`config.mk`:
```
export PLATFORM = sky130hd
export DESIGN_NAME = icache_fill
export DESIGN_NICKNAME = d
export VERILOG_FILES = /design/src/common/icache_pkg.sv /design/src/core/icache_fill.sv
export SDC_FILE = /design/constraint.sdc
export NUM_CORES = 2
export LEC_CHECK = 0
export ABC_AREA = 0
export BUFFER_PORTS_ARGS = -buffer_cell sky130_fd_sc_hd__buf_2
export CAP_MARGIN = 15
export CORE_AREA = 2 2 456 345
export CTS_BUF_LIST = sky130_fd_sc_hd__clkbuf_4
export DETAILED_ROUTE_END_ITERATION = 7
export DIE_AREA = 0 0 458 347
export GPL_TIMING_DRIVEN = 1
export PLACE_DENSITY_LB_ADDON = 0.1
export SKIP_LAST_GASP = 1
export SLEW_MARGIN = 0
export SYNTH_ARGS = -nofsm -noshare
export SYNTH_HDL_FRONTEND = slang
export SYNTH_SLANG_ARGS = --single-unit
```
`constraint.sdc`:
```
create_clock -name clk_sys -period 5.6 [get_ports clk_sys]
set_clock_uncertainty 0.1 [all_clocks]
set_input_delay 0.84 -clock clk_sys [delete_from_list [all_inputs] [get_ports clk_sys]]
set_output_delay 0.84 -clock clk_sys [all_outputs]
set_load 0.01 [all_outputs]
```
`src/common/icache_pkg.sv`:
```
// constants and types shared by the instruction cache fill pipeline
package icache_pkg;
	// instruction word on the program memory data bus
	localparam int WORD_W = 48;
	// two-way set associative, sets indexed by the low address bits
	localparam int SET_BITS = 4;
	localparam int NUM_SETS = 16;
	localparam int NUM_WAYS = 2;
	// default fetch address width, arbitrary but plain
	localparam int ADDR_W_DEF = 24;
	// invalidate latency in instruction cycles
	localparam int FLUSH_LAT_INT = 1;
	localparam int FLUSH_LAT_EXT = 2;
	localparam int FLUSH_CNT_W = 2;
	localparam logic [1:0] FLUSH_CNT_RST = 2'h0;
	localparam logic [1:0] FLUSH_CNT_FIRE = 2'h1;
	// fetch sequencing: normal run or the stall slot after a conflict miss
	typedef enum {st_run, st_retry} fetch_st_t;
endpackage

```
`src/core/icache_fill.sv`:
```
// instruction cache with fetch1 lookup, fetch2 read and decode fill
`timescale 1ns/10ps
module icache_fill #(
	parameter int ADDR_W = icache_pkg::ADDR_W_DEF,
	parameter int WORD_W = icache_pkg::WORD_W
) (
	input wire logic clk_sys,
	input wire logic srst,
	input wire logic fetch_valid,
	input wire logic [ADDR_W-1:0] fetch_addr,
	input wire logic fetch_ext,
	input wire logic program_memory_data_access,
	input wire logic cache_disable,
	input wire logic cache_freeze,
	input wire logic flush_req,
	input wire logic [WORD_W-1:0] mem_word,
	output logic lookup,
	output logic hit,
	output logic stall,
	output logic mem_fetch,
	output logic [WORD_W-1:0] instr_word,
	output logic instr_valid,
	output logic instr_from_cache
);
	localparam int SB = icache_pkg::SET_BITS;
	localparam int NS = icache_pkg::NUM_SETS;
	localparam int NW = icache_pkg::NUM_WAYS;
	localparam int TAG_W = ADDR_W - SB;

	// set index must fit the table and leave a tag
	if (ADDR_W <= SB || NS != (1 << SB) || NW != 2 ||
	    WORD_W != icache_pkg::WORD_W) begin : g_bad
		$error("icache_fill: unsupported parameters");
	end

	function automatic logic [SB-1:0] set_of(input logic [ADDR_W-1:0] a);
		set_of = a[SB-1:0];
	endfunction

	function automatic logic [TAG_W-1:0] tag_of(input logic [ADDR_W-1:0] a);
		tag_of = a[ADDR_W-1:SB];
	endfunction

	// cache storage; tags and words carry no reset
	logic [TAG_W-1:0] tag_ff [NW][NS];
	logic [TAG_W-1:0] nxt_tag [NW][NS];
	logic [WORD_W-1:0] data_ff [NW][NS];
	logic [WORD_W-1:0] nxt_data [NW][NS];
	logic [NW-1:0][NS-1:0] valid_ff, nxt_valid;
	logic [NS-1:0] lru_ff, nxt_lru;

	icache_pkg::fetch_st_t st_ff, nxt_st;
	logic hold_way_ff, nxt_hold_way;
	logic hold_fill_ff, nxt_hold_fill;
	logic [icache_pkg::FLUSH_CNT_W-1:0] flush_cnt_ff, nxt_flush_cnt;

	// fetch2 stage
	logic f2_valid_ff, nxt_f2_valid;
	logic f2_hit_ff, nxt_f2_hit;
	logic f2_fill_ff, nxt_f2_fill;
	logic f2_way_ff, nxt_f2_way;
	logic [SB-1:0] f2_set_ff, nxt_f2_set;
	// decode stage fill, the cache's incoming load bus
	logic dec_wr_ff, nxt_dec_wr;
	logic dec_way_ff, nxt_dec_way;
	logic [SB-1:0] dec_set_ff, nxt_dec_set;
	logic [WORD_W-1:0] dec_word_ff, nxt_dec_word;
	// delivered instruction
	logic [WORD_W-1:0] instr_word_ff, nxt_instr_word;
	logic instr_valid_ff, nxt_instr_valid;
	logic from_cache_ff, nxt_from_cache;

	logic in_retry, enabled, fill_ok, capture, victim, hit_way;
	logic launch, flush_now, fwd;
	logic [NW-1:0] match;
	logic [SB-1:0] set_idx;
	logic [TAG_W-1:0] tag_idx;

	// fetch1 lookup, combinational so a hit avoids the stall
	always_comb begin
		set_idx = set_of(fetch_addr);
		tag_idx = tag_of(fetch_addr);
		in_retry = (st_ff == icache_pkg::st_retry);
		enabled = !cache_disable;
		fill_ok = enabled && !cache_freeze;
		// internal only on a conflict, external every time
		lookup = fetch_valid && enabled && !in_retry && (fetch_ext ||
		    program_memory_data_access);
		for (int w = 0; w < NW; w++) begin
			match[w] = valid_ff[w][set_idx] &&
			    (tag_ff[w][set_idx] == tag_idx);
		end
		hit = lookup && (match != '0);
		hit_way = match[1];
		victim = lru_ff[set_idx];
		capture = lookup && !hit && fill_ok;
		// a conflict miss waits out the data access
		stall = lookup && !hit && !fetch_ext &&
		    program_memory_data_access;
		// a hit rides beside the data access
		mem_fetch = fetch_valid && !hit && !stall;
		launch = fetch_valid && !stall;
	end

	// stall slot and the entry it will fill
	always_comb begin
		nxt_st = stall ? icache_pkg::st_retry : icache_pkg::st_run;
		nxt_hold_way = stall ? victim : hold_way_ff;
		nxt_hold_fill = stall ? capture : hold_fill_ff;
	end

	always_ff @(posedge clk_sys) begin
		if (srst) begin
			st_ff <= icache_pkg::st_run;
			hold_way_ff <= 1'b0;
			hold_fill_ff <= 1'b0;
		end else begin
			st_ff <= nxt_st;
			hold_way_ff <= nxt_hold_way;
			hold_fill_ff <= nxt_hold_fill;
		end
	end

	// invalidate delay; enable bit deliberately not consulted
	always_comb begin
		int lat;
		lat = fetch_ext ? icache_pkg::FLUSH_LAT_EXT : icache_pkg::FLUSH_LAT_INT;
		nxt_flush_cnt = flush_cnt_ff;
		if (flush_req) begin
			nxt_flush_cnt = icache_pkg::FLUSH_CNT_W'(lat - 1);
		end else if (flush_cnt_ff != icache_pkg::FLUSH_CNT_RST) begin
			nxt_flush_cnt = flush_cnt_ff - icache_pkg::FLUSH_CNT_FIRE;
		end
		flush_now = (flush_req && lat == 1) ||
		    (flush_cnt_ff == icache_pkg::FLUSH_CNT_FIRE);
	end

	always_ff @(posedge clk_sys) begin
		if (srst) begin
			flush_cnt_ff <= icache_pkg::FLUSH_CNT_RST;
		end else begin
			flush_cnt_ff <= nxt_flush_cnt;
		end
	end

	// fetch2 and decode stage advance
	always_comb begin
		nxt_f2_valid = launch;
		nxt_f2_hit = hit;
		nxt_f2_set = set_idx;
		nxt_f2_way = in_retry ? hold_way_ff : (hit ? hit_way : victim);
		nxt_f2_fill = in_retry ? hold_fill_ff : capture;
		// fill still in decode: array not yet written
		fwd = f2_hit_ff && dec_wr_ff && dec_way_ff == f2_way_ff &&
		    dec_set_ff == f2_set_ff;
		nxt_instr_word = instr_word_ff;
		if (f2_valid_ff) begin
			if (!f2_hit_ff) begin
				nxt_instr_word = mem_word;
			end else if (fwd) begin
				nxt_instr_word = dec_word_ff;
			end else begin
				nxt_instr_word = data_ff[f2_way_ff][f2_set_ff];
			end
		end
		nxt_instr_valid = f2_valid_ff;
		nxt_from_cache = f2_valid_ff && f2_hit_ff;
		nxt_dec_wr = f2_valid_ff && !f2_hit_ff && f2_fill_ff;
		nxt_dec_word = mem_word;
		nxt_dec_way = f2_way_ff;
		nxt_dec_set = f2_set_ff;
	end

	always_ff @(posedge clk_sys) begin
		if (srst) begin
			f2_valid_ff <= 1'b0;
			f2_hit_ff <= 1'b0;
			f2_fill_ff <= 1'b0;
			f2_way_ff <= 1'b0;
			f2_set_ff <= '0;
			dec_wr_ff <= 1'b0;
			dec_way_ff <= 1'b0;
			dec_set_ff <= '0;
			dec_word_ff <= '0;
			instr_word_ff <= '0;
			instr_valid_ff <= 1'b0;
			from_cache_ff <= 1'b0;
		end else begin
			f2_valid_ff <= nxt_f2_valid;
			f2_hit_ff <= nxt_f2_hit;
			f2_fill_ff <= nxt_f2_fill;
			f2_way_ff <= nxt_f2_way;
			f2_set_ff <= nxt_f2_set;
			dec_wr_ff <= nxt_dec_wr;
			dec_way_ff <= nxt_dec_way;
			dec_set_ff <= nxt_dec_set;
			dec_word_ff <= nxt_dec_word;
			instr_word_ff <= nxt_instr_word;
			instr_valid_ff <= nxt_instr_valid;
			from_cache_ff <= nxt_from_cache;
		end
	end

	assign instr_word = instr_word_ff;
	assign instr_valid = instr_valid_ff;
	assign instr_from_cache = from_cache_ff;

	// array update; a same-cycle capture survives the invalidate
	always_comb begin
		nxt_tag = tag_ff;
		nxt_data = data_ff;
		nxt_valid = valid_ff;
		nxt_lru = lru_ff;
		if (flush_now) begin
			nxt_valid = '0;
		end
		if (capture) begin
			nxt_tag[victim][set_idx] = tag_idx;
			nxt_valid[victim][set_idx] = 1'b1;
			nxt_lru[set_idx] = !victim;
		end
		if (hit) begin
			nxt_lru[set_idx] = !hit_way;
		end
		if (dec_wr_ff) begin
			nxt_data[dec_way_ff][dec_set_ff] = dec_word_ff;
		end
	end

	// only recency and valid bits need a reset value
	always_ff @(posedge clk_sys) begin
		if (srst) begin
			valid_ff <= '0;
			lru_ff <= '0;
		end else begin
			valid_ff <= nxt_valid;
			lru_ff <= nxt_lru;
		end
	end

	always_ff @(posedge clk_sys) begin
		tag_ff <= nxt_tag;
		data_ff <= nxt_data;
	end
endmodule

```
==> results.json <==
{
  "die-width_um": 458,
  "chipHeight_um": 347,
  "critPathKind": "in -> out",
  "final_cell_area_sq_um": 104000,
  "drt-wirelength-per-cell_um": 30.9,
  "reg2reg_depth": 12,
  "first_global_vias": 47900,
  "crit_family": "buffers and inverters",
  "synthToLayoutAreaGrowth_pct": 14.3,
  "worst_path_most_repeated_cell": "buf_2",
  "drt-initial-drc-count": 6513,
  "ys_seq_area_share_pct": 75.7,
  "cts.sinks": 2341,
  "fin_setup_tns_ns": 0,
  "grt.total_usage_pct": 29.4,
  "synth-async-reset-ratio_pct": 0,
  "end_kind": "primary output",
  "multi_input_comb_area_sq_um": 21200,
  "drc": 0,
  "drv_slew": 0,
  "grt-busiest-layer": "met1",
  "ant_nets": 0,
  "met3_usage_pct": 8.74,
  "core-area_sq_um": 154000,
  "finalSetupViolCount": 0,
  "wirelength_um": 231000,
  "initial_utilization_pct": 58.8,
  "io_pins": 134,
  "hold_class": "in -> reg",
  "synth_nets": 4328,
  "cts_tree": "done",
  "final-hold-violation-count": 0,
  "fmax_mhz": 184,
  "ff2ff_setup_slack_ns": 1.53,
  "place_area_sq_um": 95400,
  "syn_area_sq_um": 90700,
  "slew_headroom_pct": 13.5,
  "use_met2_pct": 41.0,
  "vias": 47800,
  "synth-edff-count": 2176,
  "synth_cell_type_count": 74,
  "cap_violations": 0,
  "via_per_inst": 6.40,
  "crit_cells": 12,
  "tightest_slew_ns": 1.27,
  "critical_path.startpoint": "fetch_addr[11]",
  "clkTransAtPathRegs_ns": 0.06,
  "grt_max_degree": 85,
  "io_buffer_count": 133,
  "reg2reg_to": "tag_ff[221]",
  "drive_gt1_share_pct": 35.9,
  "clock_path_buffers": 4,
  "grt_first_pass_wirelength_um": 334000,
  "syn_avg_cell_area_sq_um": 21.4,
  "globalplace.congestion": 0.899,
  "slowest_stage": "buf_2",
  "p_leak_uw": 0.0337,
  "cp_cell_sequence": "dlygate4sd3_1, buf_2, nor2_1, nand2_1, o31ai_1, o41ai_2, nand4_1, a2111oi_2, and3_2, o21ai_0, and3_1, buf_2",
  "fill_cells": 10100,
  "finalCoreUtilization_pct": 67.2,
  "fin_crit_sh_pct": 97.2,
  "cp.required_ns": 4.66,
  "cp.buffers_inverters": 3,
  "htree_num_levels": 6,
  "power.density_nw_per_um2": 340,
  "dp.final_hpwl_um": 127000,
  "cp-endpoint": "mem_fetch",
  "met1_usage_pct": 46.1,
  "crit_fanout": 28,
  "antenna_found_initial": 3,
  "cts_root_buffer": "clkbuf_4",
  "num_rows": 125,
  "finalCriticalPeriod_ns": 5.44,
  "yosys_warnings": 0,
  "fin_hold_ws_ns": 0.144,
  "layout_common_cells": "edfxtp_1, clkbuf_4, mux4_2, mux2i_1, dfxtp_1",
  "ys.flop_type": "edfxtp_1",
  "rr_startpoint": "tag_ff[199]",
  "grt-ovfl-total": 0,
  "cp-start-kind": "primary input",
  "final_common_cell": "edfxtp_1",
  "clk-insertion-delay-late_ns": 1.34,
  "numCtsBuffers": 573,
  "max_stage_delay_ns": 0.65,
  "firstDrtPassIters": 6,
  "vdd_drop_max_mv": 0.251,
  "regArea_sq_um": 68700,
  "critPathArrivalTime_ns": 4.50,
  "dieArea_sq_um": 159000,
  "nNetsFinal": 5083,
  "status": "finished, final reports clean",
  "synth_seq_cells": 2341,
  "syn-instance-count": 4246
}
==> cell usage after synthesis, types with 4 or more instances <==
cell	instances	area share, %
o21ai_1	12	0.066
mux2_2	4	0.050
a2111oi_0	6	0.058
nor2b_1	68	0.47
inv_1	22	0.091
a22o_1	8	0.077
nor2_1	192	0.79
dfxtp_1	165	3.6
xnor2_1	31	0.30
nor4_1	8	0.055
buf_8	6	0.099
nand2b_1	6	0.041
xor2_1	19	0.18
o22ai_1	4	0.028
edfxtp_1	2176	72
and2_1	6	0.041
nand3_1	10	0.055
a21o_1	12	0.099
nand4_1	17	0.12
o211a_1	5	0.055
buf_2	26	0.14
buf_6	5	0.062
mux2i_1	212	2.3
buf_4	13	0.11
nand2_1	94	0.39
and3_1	10	0.069
a211oi_1	57	0.47
a221oi_1	8	0.077
a22oi_1	40	0.33
buf_1	45	0.19
a31o_2	5	0.048
a32o_1	17	0.19
a21oi_1	67	0.37
clkbuf_1	149	0.62
mux4_1	4	0.12
o31ai_1	5	0.041
mux4_2	613	15
or2_2	4	0.028
a41o_1	5	0.055
nor3_1	24	0.13
o21ai_0	12	0.066
==> worst min path at each step <==
stage / start / endpoint / cells after the start
final: cache_disable / lru_ff[12] / 5
after global routing: mem_word[17] / dec_word_ff[17] / 3
after CTS: cache_freeze / tag_ff[367] / 3
after detailed placement: valid_ff[10] / valid_ff[10] / 2
after global placement: valid_ff[3] / valid_ff[3] / 2
after floorplan: valid_ff[14] / valid_ff[14] / 2
==> kinds of logic (layout without fill, tap and decap cells) <==
family / Yosys count / in the layout / share of synthesized area [%]
xor gates and xnor gates: 50 / 50 / 0.483
buffers and inverters: 274 / 1446 / 1.37
adders and majority gates: 2 / 2 / 0.0276
DFF: 2341 / 2341 / 75.7
muxes: 833 / 833 / 17.7
AOI/OAI and AO/OA: 293 / 293 / 2.33
other: 0 / 9 / 0
and+or+nand+nor: 453 / 453 / 2.35
==> what timing repair did <==
item	4_1_cts	5_1_grt
gates resized for setup	4	4
endpoints found under the setup margin	3	2
hold endpoints to repair	518	5
cloned	0	0
setup buffers	0	1
pin swaps	0	1
hold buffers	84	1
==> registers in the layout, summed over array words and instances, names as in the netlist, 2 cells and up <==
register / count
lru_ff: 16
data_ff: 1536
valid_ff: 32
f2_set_ff: 4
instr_word: 48
dec_set_ff: 4
dec_word_ff: 48
flush_cnt_ff: 2
tag_ff: 640
==> routing by layer <==
layer | share of wire [%] | routed length (um)
met1 | 42 | 97100
met2 | 44 | 101000
met3 | 12 | 28100
met4 | 1.7 | 3950
met5 | 0 | 0
==> metrics by stage <==
| stage | worst slack, ns | std cells | total power [uW] |
|---|---|---|---|
| 3_5_place_dp | 0.211 | 6370 | 21300 |
| 4_1_cts | 0.0180 | 7446 | 35500 |
| 6_report | 0.156 | 7459 | 35200 |
| 2_1_floorplan | 0.0921 | 4246 | 20700 |
| 5_1_grt | -0.0245 | 7459 | 36600 |
| 3_3_place_gp | 0.291 | 6370 | 21300 |
==> report_power, final <==
| part | internal, uW | leakage, uW | switching, uW |
|---|---|---|---|
| Sequential | 19100 | 0.0210 | 203 |
| Clock | 7570 | 0.00437 | 6680 |
| Combinational | 734 | 0.00835 | 908 |
==> layout make-up <==
cell class | count | share of cell area [%]
Inverter | 26 | 0.0942
Multi-Input combinational cell | 1631 | 20.4
Clock inverter | 144 | 0.885
Antenna cell | 9 | 0.0217
Timing Repair Buffer | 428 | 3.69
Sequential cell | 2341 | 66.3
Clock buffer | 848 | 6.14
Tap cell | 2032 | 2.45
==> worst reg2reg max path, stage by stage (launching register included) <==
cell and delay, ns:
edfxtp_1 0.39, mux4_2 0.49, o22ai_1 0.17, a21oi_1 0.09
and2_0 0.18, mux4_2 0.55, o211ai_1 0.34, nor3_2 0.09
buf_4 0.18, or3_1 0.46, buf_12 0.20, nor2_2 0.10
buf_4 0.35
Note: power is estimated with default switching activity, not from simulation.
